### config.mk
export PLATFORM = sky130hd
export DESIGN_NAME = ebs_sequencer
export DESIGN_NICKNAME = d
export VERILOG_FILES = /design/src/rtl/ebs_pkg.sv /design/src/rtl/ebs_sequencer.sv
export SDC_FILE = /design/constraint.sdc
export NUM_CORES = 1
export LEC_CHECK = 0
export ABC_AREA = 1
export ABC_CLOCK_PERIOD_IN_PS = 4200
export BUFFER_PORTS_ARGS = -buffer_cell sky130_fd_sc_hd__buf_2
export CAP_MARGIN = 5
export CELL_PAD_IN_SITES_DETAIL_PLACEMENT = 2
export CELL_PAD_IN_SITES_GLOBAL_PLACEMENT = 2
export CORE_MARGIN = 1
export CORE_UTILIZATION = 25
export CTS_CLUSTER_DIAMETER = 50
export DETAILED_ROUTE_END_ITERATION = 16
export GPL_ROUTABILITY_DRIVEN = 0
export GPL_TIMING_DRIVEN = 0
export PLACE_DENSITY = 0.62
export SYNTH_ARGS = -nofsm -noshare
export SYNTH_HDL_FRONTEND = slang
export SYNTH_SLANG_ARGS = --single-unit
export TNS_END_PERCENT = 30
### constraint.sdc
create_clock -name i_clk -period 4.2 [get_ports i_clk]
set_input_delay 0.84 -clock i_clk [delete_from_list [all_inputs] [get_ports i_clk]]
set_output_delay 0.84 -clock i_clk [all_outputs]
set_load 0.01 [all_outputs]
### src/rtl/ebs_pkg.sv
package ebs_pkg;

    // Instruction groups that share one extended-mode bus sequence.
    typedef enum logic [3:0] {
        KIND_JUMP_ABS,
        KIND_ACC_READ,
        KIND_ACC_STORE,
        KIND_LOAD_PAIR,
        KIND_STORE_PAIR,
        KIND_LOAD_INDEX_Y,
        KIND_STORE_INDEX_Y,
        KIND_READ_MOD_WRITE,
        KIND_TEST_MEMORY,
        KIND_ARITH_PAIR,
        KIND_COMPARE_PREFIXED,
        KIND_CALL_SUB
    } ebs_kind_e;

    // Bus cycles per instruction group.
    localparam logic [2:0] LEN_JUMP_ABS      = 3'h3;
    localparam logic [2:0] LEN_ACC           = 3'h4;
    localparam logic [2:0] LEN_PAIR          = 3'h5;
    localparam logic [2:0] LEN_INDEX_Y       = 3'h6;
    localparam logic [2:0] LEN_RMW           = 3'h6;
    localparam logic [2:0] LEN_TEST          = 3'h6;
    localparam logic [2:0] LEN_ARITH_PAIR    = 3'h6;
    localparam logic [2:0] LEN_COMPARE_PFX   = 3'h7;
    localparam logic [2:0] LEN_CALL_SUB      = 3'h6;

    // Cycle that fetches the low address byte without prefix, prefix size.
    localparam logic [2:0] ADDR_LO_CYCLE     = 3'h3;
    localparam logic [2:0] PREFIX_CYCLES     = 3'h1;
    localparam logic [2:0] IDLE_CYCLE        = 3'h0;
    localparam logic [2:0] FIRST_CYCLE       = 3'h1;

    // Dummy-read address and return-address offset of call_sub.
    localparam logic [15:0] DUMMY_ADDR       = 16'hffff;
    localparam logic [15:0] CALL_RET_OFFSET  = 16'h0003;

    // Reset values.
    localparam logic [15:0] RESET_ADDR       = 16'hffff;
    localparam logic        RESET_RNW        = 1'b1;

endpackage

### src/rtl/ebs_sequencer.sv
`timescale 1ns/1ps
// Notes on behaviour
// - jump_abs takes three reads: opcode, target high, target low.
// - Effective address comes from the two bytes after the opcode, high first.
// - Byte accumulator reads read the operand at the address in cycle four.
// - Stores write low; byte stores four cycles, pair stores five, high first.
// - Pair loads read high at address, low at address plus one, five cycles.
// - load_index_y: prefix, second opcode, two address bytes, two operand reads.
// - store_index_y: four reads, then writes of high and low bytes.
// - Read-modify-write: read, dummy read at FFFF, write result; six cycles.
// - test_memory: operand read, then two dummy reads at FFFF, no write.
// - Pair arithmetic and compare: high, low, then one dummy read.
// - Prefixed pair compares: seven reads ending in a dummy read.
// - call_sub cycle four reads the first opcode at the subroutine address.
// - call_sub then writes return low at stack pointer, high at pointer minus one.
module ebs_sequencer
    import ebs_pkg::*;
(
    // Clock and reset.
    input  wire logic        i_clk,
    input  wire logic        i_rstn,
    // Instruction request.
    input  wire logic        i_start,
    input  wire ebs_kind_e   i_kind,
    input  wire logic [15:0] i_pc,
    input  wire logic [15:0] i_sp,
    input  wire logic [7:0]  i_acc,
    input  wire logic [15:0] i_reg16,
    input  wire logic [7:0]  i_result,
    output logic             o_ready,
    output logic             o_done,
    // CPU bus.
    output logic [15:0]      o_addr,
    output logic             o_rnw,
    output logic [7:0]       o_wdata,
    input  wire logic [7:0]  i_rdata,
    // Sequence status.
    output logic             o_busy,
    output logic [2:0]       o_cycle,
    output logic [15:0]      o_ea,
    output logic [15:0]      o_operand
);

    typedef struct packed {
        ebs_kind_e   kind;
        logic [2:0]  cnt;
        logic [15:0] pc;
        logic [15:0] sp;
        logic [7:0]  acc;
        logic [15:0] reg16;
        logic [15:0] ea;
        logic [15:0] opnd;
        logic [15:0] addr;
        logic        rnw;
        logic [7:0]  wdata;
        logic        dummy;
        logic        done;
    } ebs_state_s;

    ebs_state_s  r_reg;
    ebs_state_s  r_next;
    logic [2:0]  pre;
    logic [2:0]  fetch_end;
    logic [2:0]  len;
    logic [2:0]  nc;
    logic [2:0]  dn;
    logic [15:0] ret_addr;

    // Prefixed instructions push every later cycle back by one.
    assign pre = (r_reg.kind == KIND_LOAD_INDEX_Y ||
                  r_reg.kind == KIND_STORE_INDEX_Y ||
                  r_reg.kind == KIND_COMPARE_PREFIXED) ? PREFIX_CYCLES : 3'h0;
    assign fetch_end = ADDR_LO_CYCLE + pre;
    assign ret_addr  = r_reg.pc + CALL_RET_OFFSET;

    always_comb begin
        case (r_reg.kind)
            KIND_JUMP_ABS:         len = LEN_JUMP_ABS;
            KIND_ACC_READ:         len = LEN_ACC;
            KIND_ACC_STORE:        len = LEN_ACC;
            KIND_LOAD_PAIR:        len = LEN_PAIR;
            KIND_STORE_PAIR:       len = LEN_PAIR;
            KIND_LOAD_INDEX_Y:     len = LEN_INDEX_Y;
            KIND_STORE_INDEX_Y:    len = LEN_INDEX_Y;
            KIND_READ_MOD_WRITE:   len = LEN_RMW;
            KIND_TEST_MEMORY:      len = LEN_TEST;
            KIND_ARITH_PAIR:       len = LEN_ARITH_PAIR;
            KIND_COMPARE_PREFIXED: len = LEN_COMPARE_PFX;
            KIND_CALL_SUB:         len = LEN_CALL_SUB;
            default:               len = LEN_JUMP_ABS;
        endcase
    end

    // The bus outputs are registered, so each branch below computes the
    // access of the coming cycle from the byte read in the present one.
    always_comb begin
        r_next      = r_reg;
        r_next.done = 1'b0;
        nc          = r_reg.cnt + 3'h1;
        dn          = nc - fetch_end;
        if (r_reg.cnt == IDLE_CYCLE) begin
            r_next.addr  = DUMMY_ADDR;
            r_next.rnw   = 1'b1;
            r_next.wdata = 8'h00;
            r_next.dummy = 1'b1;
            if (i_start) begin
                r_next.kind  = i_kind;
                r_next.pc    = i_pc;
                r_next.sp    = i_sp;
                r_next.acc   = i_acc;
                r_next.reg16 = i_reg16;
                r_next.ea    = 16'h0000;
                r_next.opnd  = 16'h0000;
                r_next.cnt   = FIRST_CYCLE;
                r_next.addr  = i_pc;
                r_next.dummy = 1'b0;
            end
        end else begin
            if (r_reg.cnt == fetch_end - 3'h1) begin
                r_next.ea[15:8] = i_rdata;
            end
            if (r_reg.cnt == fetch_end) begin
                r_next.ea[7:0] = i_rdata;
            end
            // Real data reads shift in, so a pair ends high byte first.
            if (r_reg.cnt > fetch_end && r_reg.rnw && !r_reg.dummy) begin
                r_next.opnd = {r_reg.opnd[7:0], i_rdata};
            end
            r_next.rnw   = 1'b1;
            r_next.wdata = 8'h00;
            r_next.dummy = 1'b0;
            if (r_reg.cnt == len) begin
                r_next.cnt   = IDLE_CYCLE;
                r_next.done  = 1'b1;
                r_next.addr  = DUMMY_ADDR;
                r_next.dummy = 1'b1;
            end else begin
                r_next.cnt = nc;
                if (nc <= fetch_end) begin
                    r_next.addr = r_reg.pc + {13'h0000, nc} - 16'h0001;
                end else begin
                    case (r_reg.kind)
                        KIND_ACC_READ: begin
                            r_next.addr = r_next.ea;
                        end
                        KIND_ACC_STORE: begin
                            r_next.addr  = r_next.ea;
                            r_next.rnw   = 1'b0;
                            r_next.wdata = r_reg.acc;
                        end
                        KIND_LOAD_PAIR, KIND_LOAD_INDEX_Y: begin
                            r_next.addr = (dn == 3'h1) ? r_next.ea
                                                       : r_next.ea + 16'h0001;
                        end
                        KIND_STORE_PAIR, KIND_STORE_INDEX_Y: begin
                            r_next.addr  = (dn == 3'h1) ? r_next.ea
                                                        : r_next.ea + 16'h0001;
                            r_next.rnw   = 1'b0;
                            r_next.wdata = (dn == 3'h1) ? r_reg.reg16[15:8]
                                                        : r_reg.reg16[7:0];
                        end
                        KIND_READ_MOD_WRITE: begin
                            if (dn == 3'h2) begin
                                r_next.addr  = DUMMY_ADDR;
                                r_next.dummy = 1'b1;
                            end else begin
                                r_next.addr = r_next.ea;
                            end
                            if (dn == 3'h3) begin
                                r_next.rnw   = 1'b0;
                                r_next.wdata = i_result;
                            end
                        end
                        KIND_TEST_MEMORY: begin
                            r_next.addr  = (dn == 3'h1) ? r_next.ea
                                                        : DUMMY_ADDR;
                            r_next.dummy = (dn != 3'h1);
                        end
                        KIND_ARITH_PAIR, KIND_COMPARE_PREFIXED: begin
                            if (dn == 3'h1) begin
                                r_next.addr = r_next.ea;
                            end else if (dn == 3'h2) begin
                                r_next.addr = r_next.ea + 16'h0001;
                            end else begin
                                r_next.addr  = DUMMY_ADDR;
                                r_next.dummy = 1'b1;
                            end
                        end
                        KIND_CALL_SUB: begin
                            if (dn == 3'h1) begin
                                r_next.addr = r_next.ea;
                            end else if (dn == 3'h2) begin
                                r_next.addr  = r_reg.sp;
                                r_next.rnw   = 1'b0;
                                r_next.wdata = ret_addr[7:0];
                            end else begin
                                r_next.addr  = r_reg.sp - 16'h0001;
                                r_next.rnw   = 1'b0;
                                r_next.wdata = ret_addr[15:8];
                            end
                        end
                        default: begin
                            r_next.addr  = DUMMY_ADDR;
                            r_next.dummy = 1'b1;
                        end
                    endcase
                end
            end
        end
    end

    always_ff @(posedge i_clk or negedge i_rstn) begin
        if (!i_rstn) begin
            r_reg      <= '0;
            r_reg.addr <= RESET_ADDR;
            r_reg.rnw  <= RESET_RNW;
        end else begin
            r_reg <= r_next;
        end
    end

    // A new request waits for idle, which costs one cycle between them.
    assign o_ready   = (r_reg.cnt == IDLE_CYCLE);
    assign o_done    = r_reg.done;
    assign o_addr    = r_reg.addr;
    assign o_rnw     = r_reg.rnw;
    assign o_wdata   = r_reg.wdata;
    assign o_busy    = (r_reg.cnt != IDLE_CYCLE);
    assign o_cycle   = r_reg.cnt;
    assign o_ea      = r_reg.ea;
    assign o_operand = r_reg.opnd;

    jump_length_a: assert property (@(posedge i_clk) disable iff (!i_rstn)
        o_ready && i_start && i_kind == KIND_JUMP_ABS
        |=> (o_busy && o_rnw) [*3] ##1 !o_busy)
        else $error("jump_abs did not take three read cycles");

    addr_fetch_a: assert property (@(posedge i_clk) disable iff (!i_rstn)
        o_busy && o_cycle <= fetch_end
        |-> o_rnw && o_addr == r_reg.pc + {13'h0000, o_cycle} - 16'h0001)
        else $error("opcode or address byte fetched from wrong address");

    acc_read_a: assert property (@(posedge i_clk) disable iff (!i_rstn)
        o_ready && i_start && i_kind == KIND_ACC_READ
        |-> ##4 (o_cycle == 3'h4 && o_rnw && o_addr == o_ea) ##1 !o_busy)
        else $error("byte operand read not at effective address in cycle four");

    store_write_a: assert property (@(posedge i_clk) disable iff (!i_rstn)
        o_busy && o_cycle > 3'h3 && (r_reg.kind == KIND_STORE_PAIR ||
        r_reg.kind == KIND_ACC_STORE)
        |-> !o_rnw)
        else $error("store data cycle is not a write");

    pair_load_a: assert property (@(posedge i_clk) disable iff (!i_rstn)
        o_busy && r_reg.kind == KIND_LOAD_PAIR && o_cycle == 3'h4
        |-> o_addr == o_ea ##1 (o_rnw && o_addr == $past(o_addr) + 16'h0001))
        else $error("pair load not read at consecutive addresses");

    index_y_len_a: assert property (@(posedge i_clk) disable iff (!i_rstn)
        o_ready && i_start && i_kind == KIND_LOAD_INDEX_Y
        |=> (o_busy && o_rnw) [*6] ##1 !o_busy)
        else $error("load_index_y did not take six reads");

    index_y_store_a: assert property (@(posedge i_clk) disable iff (!i_rstn)
        o_busy && r_reg.kind == KIND_STORE_INDEX_Y && o_cycle == 3'h6
        |-> !o_rnw && o_wdata == r_reg.reg16[7:0]
            && $past(o_wdata) == r_reg.reg16[15:8])
        else $error("store_index_y write bytes wrong");

    rmw_order_a: assert property (@(posedge i_clk) disable iff (!i_rstn)
        o_busy && r_reg.kind == KIND_READ_MOD_WRITE && o_cycle == 3'h5
        |-> o_addr == DUMMY_ADDR && o_rnw
            ##1 !o_rnw && o_addr == o_ea && o_wdata == $past(i_result))
        else $error("read-modify-write sequence wrong");

    test_nowrite_a: assert property (@(posedge i_clk) disable iff (!i_rstn)
        o_busy && r_reg.kind == KIND_TEST_MEMORY && o_cycle > 3'h4
        |-> o_rnw && o_addr == DUMMY_ADDR)
        else $error("test_memory wrote or missed a dummy read");

    arith_dummy_a: assert property (@(posedge i_clk) disable iff (!i_rstn)
        o_busy && r_reg.kind == KIND_ARITH_PAIR && o_cycle == 3'h6
        |-> o_rnw && o_addr == DUMMY_ADDR ##1 !o_busy)
        else $error("pair arithmetic final dummy read missing");

    compare_len_a: assert property (@(posedge i_clk) disable iff (!i_rstn)
        o_ready && i_start && i_kind == KIND_COMPARE_PREFIXED
        |=> (o_busy && o_rnw) [*7] ##1 !o_busy)
        else $error("prefixed compare did not take seven reads");

    call_stack_a: assert property (@(posedge i_clk) disable iff (!i_rstn)
        o_busy && r_reg.kind == KIND_CALL_SUB && o_cycle == 3'h4
        |-> o_rnw && o_addr == o_ea
            ##1 !o_rnw && o_addr == r_reg.sp && o_wdata == ret_addr[7:0]
            ##1 !o_rnw && o_addr == r_reg.sp - 16'h0001)
        else $error("call_sub stack writes wrong");

    cycle_step_a: assert property (@(posedge i_clk) disable iff (!i_rstn)
        o_busy |=> o_cycle == $past(o_cycle) + 3'h1 || (o_done && !o_busy))
        else $error("cycle counter did not advance by one");

endmodule // ebs_sequencer

## After elaboration in Yosys (flattened, before gate mapping)

Memory sizes are Yosys's and may differ from the RTL's.
Index checks and enable logic that the tools add are counted.

- Output and inout port bits: 63
- Logic and storage cells: 93
- Memories: 1
- ROM bits: 48
- Flip-flop bits (word level): 122

Memory list:

| memory | words | width | rd ports | clocked after Yosys merged registers in | write ports | RTL line | RTL |
|---|---|---|---|---|---|---|---|
| (no name shown) | 16 | 3 | 1 | 0 | 0 | ebs_sequencer.sv:77 | `case (r_reg.kind)` |

- Reduce and logical (&&, ||, !) cells: 15
- Add/sub/neg operators: 9
- Mux-type cells: 34
- $lt $le $gt $ge: 2
- Eq/ne operators: 19

Operators with widths:

| cell | count |
|---|---|
| 16-bit 2-to-1 mux | 9 |
| 107-bit 2-to-1 mux | 1 |
| 16-bit case mux with 6 select lines | 1 |
| 58-bit 2-to-1 mux | 1 |
| 8-bit 2-to-1 mux | 5 |
| 9-bit case mux with 4 select lines | 1 |
| 16-bit by 1-bit subtractor with 16-bit output, second input constant | 2 |
| 9-bit 2-to-1 mux | 3 |
| 25-bit 2-to-1 mux | 1 |
| 16-bit by 1-bit adder with 16-bit output, second input constant | 1 |
| 16-bit by 2-bit adder with 16-bit output, second input constant | 1 |
| 16-bit by 3-bit adder with 16-bit output | 1 |
| 4-bit by 3-bit equality test with 1-bit output, second input constant | 4 |
| 4-bit equality test, second input constant | 4 |
| 10-bit 2-to-1 mux | 1 |
| 3-bit equality test | 3 |
| 4-bit by 2-bit equality test with 1-bit output, second input constant | 2 |
| 1-bit 2-to-1 mux | 8 |
| 7-bit OR reduction | 1 |
| 3-bit by 2-bit equality test with 1-bit output, second input constant | 2 |
| 3-bit 2-to-1 mux | 2 |
| 2-bit OR reduction | 3 |
| 4-bit by 1-bit equality test with 1-bit output, second input constant | 1 |
| 1-bit case mux with 4 select lines | 1 |
| other kinds (17) | 20 |

## Depth between registers and ports, before layout

Gate-level depths: netlist (run 1).

- Depth in word-level cells: 16
- Mapped depth: 25
- Depth with buffers taken out: 24

## Least setup slack after synthesis (run 1)

No wires, ideal clock.

- Path kind: reg-to-reg
- Start: register r_reg[118] in the netlist's numbering
- End: register r_reg (netlist bit o_addr[8])
- Stages on the path, launching flop included: 23
- Period minus slack after synthesis: 3.412 ns
- Library setup time: 0.081 ns
- Data required time: 4.119 ns
- Setup slack: 0.788 ns
- Arrival: 3.332 ns
- Path buffers: 1
- Path through: dfrtp_1 > inv_1 > ha_1 > nor2_1 > nor2_1 > a21oi_1 > inv_1 > ha_1 > nand3_4 > buf_12 > o21ai_4 > ha_1 > inv_1 > nor2_1 > nand3_1 > nor2_2 > nor2_1 > o21ai_0 > nand3b_1 > nand2_1 > nand2_1 > nand2_1 > a21oi_1

RTL lines:

| element | RTL line | RTL |
|---|---|---|
| from (decl) | ebs_sequencer.sv:60 | `ebs_state_s r_reg;` |
| from (signal assigned) | ebs_sequencer.sv:218 | `r_reg <= r_next;` |

==> results of run 1 <==
-- layout make-up --
cell class / instances / area share, %
clock buffers: 25 / 4.448
plain buffers: 94 / 5.981
repair buffers: 153 / 7.690
well taps: 448 / 5.243
inverters: 144 / 5.115
flip-flops and latches: 122 / 28.77
multi-input cells: 774 / 42.32
clock inverters: 7 / 0.4331
-- stage by stage --
step	util [%]	hold WS, ns	std cells
floorplan	-	0.4739	1134
global placement	29.43	0.4848	1723
detailed placement	29.53	0.4925	1724
CTS	31.24	0.3315	1761
global route	31.56	0.3564	1767
finish	31.56	0.3300	1767
-- placed cells by master, fill, tap and decap left out, types with 20 or more instances in the layout --
cell,netlist,layout
a21oi_1,87,86
buf_2,18,157
buf_4,62,72
dfrtp_1,105,104
ha_1,45,42
inv_1,134,133
mux2_2,27,27
nand2_1,197,196
nand3_1,62,60
nand4_1,20,20
nor2_1,114,110
o21ai_0,72,70
o22ai_1,29,29
-- what timing repair did --
action,4_1_cts,5_1_grt
endpoints found under the setup margin,24,19
hold buffers,0,0
setup buffers,5,5
resized for setup,5,20
gates cloned,0,0
pin swaps,2,1
-- cells in the mapped netlist (10+ instances only) --
cell type,count
dfstp_2,17
o211ai_1,10
inv_1,134
nor2_1,114
mux2_2,27
nand2_1,197
nand4_1,20
o21ai_0,72
buf_2,18
xor2_1,19
dfrtp_1,105
o22ai_1,29
buf_4,62
o21ai_1,11
nand3_1,62
ha_1,45
clkbuf_1,11
a21oi_1,87
-- cells by family after synthesis --
kind of cell,share of synthesized area [%]
and+or+nand+nor,21.67
AOI/OAI and AO/OA,16.79
buffers and inverters,13.47
DFF,35.33
adders and majority gates,6.930
muxes,3.494
xor gates and xnor gates,2.315
-- critical path, cell delays in order (launching register included) --
cell      delay (ns)
dfrtp_1         0.40
inv_1           0.14
ha_2            0.28
nor2_2          0.07
nor2_2          0.18
a21oi_4         0.09
buf_4           0.15
ha_1            0.20
fa_1            0.57
nand4_1         0.25
buf_4           0.23
buf_4           0.14
clkbuf_1        0.28
a31oi_2         0.33
o31ai_1         0.09
o211ai_1        0.13
nand2_1         0.09
a21oi_1         0.21
-- worst min-delay path by stage --
stage / from / depth (start not counted) / endpoint / slack, ns
2_1_floorplan: r_reg[74] / 1 / r_reg[74] / 0.47
4_1_cts: i_rstn / 1 / o_ea[7] / 0.33
6_report: i_rstn / 1 / o_ea[2] / 0.33
3_5_place_dp: r_reg[68] / 1 / r_reg[68] / 0.49
5_1_grt: i_rstn / 1 / o_ea[2] / 0.36
3_3_place_gp: r_reg[72] / 1 / r_reg[72] / 0.48
-- per-layer routing --
layer / track usage [%] / vias up / share of wire, %
li1: - / 4054 / -
met1: 28.38 / 4058 / 50
met2: 32.41 / 146 / 46
met3: 2.514 / 35 / 2.4
met4: 6.048 / 0 / 2.0
met5: 0 / - / 0
==> impl_metrics.ini, run 1 <==
[clocking]
clock_sinks = 122
cts_root_buf = clkbuf_16
clk_pin_slew_ns = 0.06
cts_buffer_depth = 2
clk_latency_ns = 0.43
h-tree-depth = 4
cts_tree = done
cts_buffers = 17

[timing]
timing.setup.tns_ns = 0
hold_violations = 0
period_minus_slack_ns = 3.914
clock_skew_ns = 0.01053
max_freq_mhz = 255.5
tightest_slew_ns = 0.9593
setup-violations-final = 0
fin_crit_sh_pct = 93.20
timing.slew.headroom_pct = 35.62
drv_slew = 0
fin_ws_ns = 0.2856
rsz0062_at_grt = no

[grt]
grt_max_degree = 82
antenna_found_initial = 0
grt_pass1_wl_um = 54340
grt_pass1_vias = 9138
track_usage_pct = 20.27
grt_overflow_total = 0

[cells_and_area]
diodes = 0
regArea_um2 = 3075
final_nets = 1432
drive_gt1_share_pct = 27.82
largest_reg_flops = 61
multiInputGateArea_um2 = 4524
syn2layout_area_growth_pct = 22.85
fillerInstances = 4047
final_cell_area_um2 = 10690

[logic_synthesis]
syn-num-nets = 1260
ys_seq_area_share_pct = 35.33
yosys_warnings = 0
netlist_area_um2 = 8702
ys_ff_latch = 122
synthCells = 1134
yosys.area.top_type = dfrtp_1
synth_edf_count = 0
netlist.area_leader.share_pct = 30.19
syn_area_per_cell_um2 = 7.674
ys_async_sr_fraction_pct = 100.0
yosys-top-cells-area = dfrtp_1, nand2_1, ha_1
synth.distinct_cells = 53
ys.flop_type = dfrtp_1

[critical_path]
endpoint_kind = flip-flop
r2r_start = r_reg[118]
setup.worst_path.end = o_addr[2]
crit_required_ns = 4.53
critPathKind = flip-flop to flip-flop
reg2regPathDepth = 17
arrival_ns = 4.25
startpoint_type = flip-flop
cp_max_fo = 10
startpoint = r_reg[118]
r2r-end = o_addr[2]
rrSetupSlack_ns = 0.29

[floorplanning]
fp.coreArea_um2 = 33870
dieHeight_um = 188.6
die_area_um2 = 35560
num_rows = 67
die-width_um = 188.6
start_util_pct = 25.69
pin_count = 142

[placement]
place_area_um2 = 10000
io_buffers = 141
hpwl_um = 27670
place_ws_ns = -0.6347

[status]
status = finished, final reports clean

[route]
first_pass_iters = 6
routedWlPerCell_um = 19.77
drt_iter0_drc = 330
drc = 0
drt-vias-per-instance = 4.693
antenna_left = 0
wl_um = 34940
num_vias = 8293

[min_path]
hp-class = input port to asynchronous set/reset pin

[run]
drv_cap = 0
Power of run 1 is not shown: default switching activity piles up to over one toggle a cycle in this logic, so the estimate is an artifact.
==> run 2: changes to the inputs <==
Settings changed: MAX_ROUTING_LAYER from default to met4.
==> run 2 against run 1 <==
Global-route usage grew 0.61 points. Non-clock buffer count rose by 1. Via count up 0.46%. Register-to-register slack worse by 0.03 ns. Count of clock-buffer cells in the layout is the same. Worst hold slack worse by 0.0022 ns. Critical path type unchanged. Critical endpoint unchanged. Highest routed layer unchanged. Die area unchanged. Cell count about the same. Maximum frequency shrank 0.68%. Sequential cell count is the same. Routed wire length is 0.13% higher. First-iteration DRC count is 0.61% lower.
==> impl_metrics.ini, run 2 (synthesized netlist as in run 1, its figures left out) <==
[clocking]
cts_root_buf = clkbuf_16
cts_buffer_depth = 2
clk_pin_slew_ns = 0.06
cts_buffers = 17
clk_latency_ns = 0.43
clock_sinks = 122
cts_tree = done
holdBufCountCts = 0
h-tree-depth = 4

[timing]
clock_skew_ns = 0.009685
hold_violations = 0
rsz0062_at_grt = no
period_minus_slack_ns = 3.941
timing.setup.tns_ns = 0
fin_ws_ns = 0.2590
max_freq_mhz = 253.7
timing.slew.headroom_pct = 35.02
tightest_slew_ns = 0.9683
fin_crit_sh_pct = 93.83
drv_slew = 0
setup-violations-final = 0

[floorplanning]
pin_count = 142
fp.coreArea_um2 = 33870
die-width_um = 188.6
start_util_pct = 25.69
dieHeight_um = 188.6
die_area_um2 = 35560
num_rows = 67

[cells_and_area]
diodes = 0
syn2layout_area_growth_pct = 22.93
largest_reg_flops = 61
final_common_cell = nand2_1
final_cell_area_um2 = 10700
drive_gt1_share_pct = 27.88
final_cell_mix = nand2_1, buf_2, inv_1
final_nets = 1433

[placement]
place_ws_ns = -0.6347
io_buffers = 141
place_area_um2 = 10000
hpwl_um = 27670

[grt]
antenna_found_initial = 0
track_usage_pct = 20.88
grt_overflow_total = 0
grt_pass1_vias = 9128
grt_max_degree = 82
grt_pass1_wl_um = 54320

[critical_path]
critPathKind = flip-flop to flip-flop
rrSetupSlack_ns = 0.26
reg2regPathDepth = 17
r2r_start = r_reg[118]
crit_required_ns = 4.53
r2r-end = o_addr[2]
startpoint_type = flip-flop
cp_max_fo = 10
arrival_ns = 4.27
endpoint_kind = flip-flop

[route]
num_vias = 8331
drt_iter0_drc = 328
drt-vias-per-instance = 4.712
routedWlPerCell_um = 19.79
antenna_left = 0
drc = 0
first_pass_iters = 4
wl_um = 34990

[min_path]
hp-class = input port to asynchronous set/reset pin

[status]
status = finished, final reports clean

[run]
drv_cap = 0
==> run 2: worst max-delay path, stage by stage, from the launching register on <==
cell      delay, ns
dfrtp_1        0.40
inv_1          0.14
ha_2           0.28
nor2_2         0.07
nor2_2         0.18
a21oi_4        0.09
buf_4          0.15
ha_1           0.20
fa_1           0.57
nand4_1        0.25
buf_4          0.23
buf_4          0.14
clkbuf_1       0.29
a31oi_2        0.33
o31ai_1        0.09
o211ai_1       0.13
nand2_1        0.09
a21oi_1        0.22
==> run 2: final cells by class <==
class / count / area [um2]
buffer: 94 / 639.4
timing repair buffer: 154 / 829.5
clock buffer: 25 / 475.5
inverter: 144 / 546.8
fill: 4047 / 23170
multi-input combinational: 774 / 4524
tap: 448 / 560.5
clock inverter: 7 / 46.29
sequential: 122 / 3075
==> run 2: per-stage QoR <==
step / hold slack, ns / std cells / utilization (%)
after detailed placement: 0.4925 / 1724 / 29.53
after global placement: 0.4848 / 1723 / 29.43
after floorplan: 0.4739 / 1134 / -
final: 0.3278 / 1768 / 31.59
after CTS: 0.3315 / 1761 / 31.24
after global routing: 0.3557 / 1768 / 31.59
==> run 2: timing repair <==
action	in CTS	in global routing
setup buffers	5	6
resized for setup	5	20
gates cloned	0	0
pin swaps	2	1
endpoints found under the hold margin	0	0
setup endpoints to repair	24	20
==> run 2: worst max path at each step <==
stage,from,endpoint,slack (ns)
2_1_floorplan,r_reg[118],o_addr[8],0.79
3_3_place_gp,r_reg[118],o_addr[0],-0.54
3_5_place_dp,r_reg[118],o_addr[0],-0.63
4_1_cts,r_reg[118],o_addr[10],0.02
5_1_grt,r_reg[118],o_addr[10],0.01
6_report,r_reg[118],o_addr[2],0.26
==> run 2: per-layer routing <==
metal | GRT usage [%] | share of wire [%] | vias to the layer above
li1 | - | - | 4057
met1 | 28.38 | 50 | 4089
met2 | 32.45 | 46 | 155
met3 | 2.459 | 2.8 | 30
met4 | 6.048 | 2.0 | 0
met5 | - | 0 | -
Power of run 2 is left out for the same reason.
==> run 3: changes to the inputs <==
Settings changed: ABC_AREA 1 to default, PLACE_DENSITY 0.62 to 0.59.
==> run 3 against run 2 <==
Critical path depth is 2 lower. Global-route usage is 0.14 points lower. Register-to-register slack worse by 0.08 ns. Final area is 0.40% higher. Utilization is 0.20 points higher. Via count is 6.7% lower. Highest routed layer unchanged. Count of clock-buffer cells in the layout is 2 lower. Critical path type unchanged. Maximum frequency is 2.1% lower. Critical endpoint is now o_addr[11]. Cell count is 12% lower. Die area is 0.74% lower. Routed wire length is 1.6% lower. Synthesized area is 0.75% lower.
==> impl_metrics.ini, run 3 <==
[status]
status = finished, final reports clean

[logic_synthesis]
yosys_warnings = 0
synth_edf_count = 0
netlist_area_um2 = 8637
synthTopCellsByCount = dfrtp_1, nand2_1, mux2_2, buf_4, o21ai_0
ys_ff_latch = 122
yosys.area.top_type = dfrtp_1
yosys-top-cells-area = dfrtp_1, mux2_2, ha_1
netlist.area_leader.share_pct = 30.42
synth.most_common_cell = dfrtp_1
synthCells = 937
ys.flop_type = dfrtp_1
syn-num-nets = 1063
ys_async_sr_fraction_pct = 100.0
syn_area_per_cell_um2 = 9.218
ys_seq_area_share_pct = 35.59
synth.distinct_cells = 85

[cells_and_area]
final_cell_mix = buf_2, nand2_1, dfrtp_1
fillerInstances = 3815
diodes = 0
largest_reg_flops = 61
drive_gt1_share_pct = 34.53
final_common_cell = buf_2
syn2layout_area_growth_pct = 24.35
final_nets = 1228

[timing]
rsz0062_at_grt = yes
max_freq_mhz = 248.5
timing.setup.tns_ns = 0
period_minus_slack_ns = 4.024
clock_skew_ns = 0.01631
timing.slew.headroom_pct = 11.77
tightest_slew_ns = 1.313
drv_slew = 0
fin_crit_sh_pct = 95.80
hold_violations = 0
setup-violations-final = 0

[floorplanning]
num_rows = 67
die-width_um = 187.9
start_util_pct = 25.57
die_area_um2 = 35300
pin_count = 142
dieHeight_um = 187.9
fp.coreArea_um2 = 33780

[route]
drt_iter0_drc = 327
first_pass_iters = 4
wl_um = 34430
routedWlPerCell_um = 22.03
drc = 0
drt-vias-per-instance = 4.975
antenna_left = 0
num_vias = 7776

[critical_path]
r2r-end = o_addr[11]
reg2regPathDepth = 15
rrSetupSlack_ns = 0.18
crit_required_ns = 4.59
arrival_ns = 4.41
r2r_start = r_reg[121]
critPathKind = flip-flop to flip-flop
startpoint = r_reg[121]
endpoint_kind = flip-flop
cp_max_fo = 10
startpoint_type = flip-flop

[grt]
grtUsageMet1_pct = 27.49
grt.met2_usage_pct = 31.92
grt_overflow_total = 0
met3_usage_pct = 3.369
grt-busiest-layer = met2
grt_pass1_wl_um = 52910
grt_max_degree = 83
track_usage_pct = 20.73
grt_pass1_vias = 8401
antenna_found_initial = 0

[clocking]
cts_buffers = 17
cts_buffer_depth = 2
clock_sinks = 122
cts_tree = done
clk_latency_ns = 0.45
h-tree-depth = 4
cts_root_buf = clkbuf_16
clk_pin_slew_ns = 0.07
holdBufCountCts = 0

[run]
drv_cap = 0

[placement]
io_buffers = 140
hpwl_um = 27220

[min_path]
hp-class = input port to asynchronous set/reset pin
[run 3: logic make-up (layout without fill, tap and decap cells)]
logic type,Yosys count,in the layout,share of synthesized area (%)
AND/OR/NAND/NOR,269,269,15.95
multiplexers,79,79,10.10
AO/OA/AOI/OAI,233,233,17.86
buffers and inverters,146,324,9.271
adder cells (fa/ha/maj),47,47,6.982
flip-flops,122,122,35.59
XOR/XNOR,41,41,4.245
[run 3: what timing repair did]
item	4_1_cts	5_1_grt
hold endpoints to repair	0	0
pin swaps	6	3
setup endpoints to repair	25	13
gates resized for setup	31	20
buffers inserted	6	0
[run 3: through the flow]
step                hold slack, ns  setup slack (ns)  instance area [um2]  util [%]  std cells
floorplan                   0.4724            0.3125                 8637         -        937
global placement            0.4878            -1.659                 9898     29.30       1525
CTS                         0.3277           0.01552                10670     31.59       1563
detailed placement          0.4974            -1.696                 9932     29.40       1526
finish                      0.3086            0.1762                10740     31.79       1563
global route                0.3348          -0.07713                10740     31.79       1563
[run 3: final cells by class]
cell class                 count  area [um2]  share of cell area, %
timing repair buffer         147       779.5                  7.258
inverter                      44       167.7                  1.561
tap                          448       560.5                  5.219
multi-input combinational    669        4940                  45.99
clock buffer                  23       467.9                  4.357
sequential                   122        3075                  28.63
clock inverter                 9       91.34                 0.8504
buffer                       101       658.1                  6.128
[run 3: worst max-delay path by stage]
stage / cells past startpoint / endpoint
final: 15 / o_addr[11]
after global routing: 14 / o_addr[11]
after detailed placement: 19 / o_addr[8]
after CTS: 12 / o_addr[11]
after floorplan: 19 / o_addr[8]
after global placement: 19 / o_addr[8]
[run 3: metal layers]
metal	share of wire, %	up-vias	routed length [um]
li1	-	3636	-
met1	48	3957	16690
met2	46	151	15920
met3	3.0	32	1047
met4	2.2	0	764
met5	0	-	0
[run 3: critical path, cell delays in order, from the launching register on]
cell and delay [ns]:
dfrtp_1 0.42, buf_4 0.19, buf_4 0.18, nor2b_2 0.18, a22o_4 0.18, inv_4 0.06, ha_1 0.22, fa_2 0.42
xor2_4 0.18, buf_4 0.17, a211o_2 0.41, or4b_1 0.51, nand3_2 0.14, nor3_1 0.07, o2111ai_2 0.35, o221a_2 0.25
Power of run 3 is left out for the same reason.
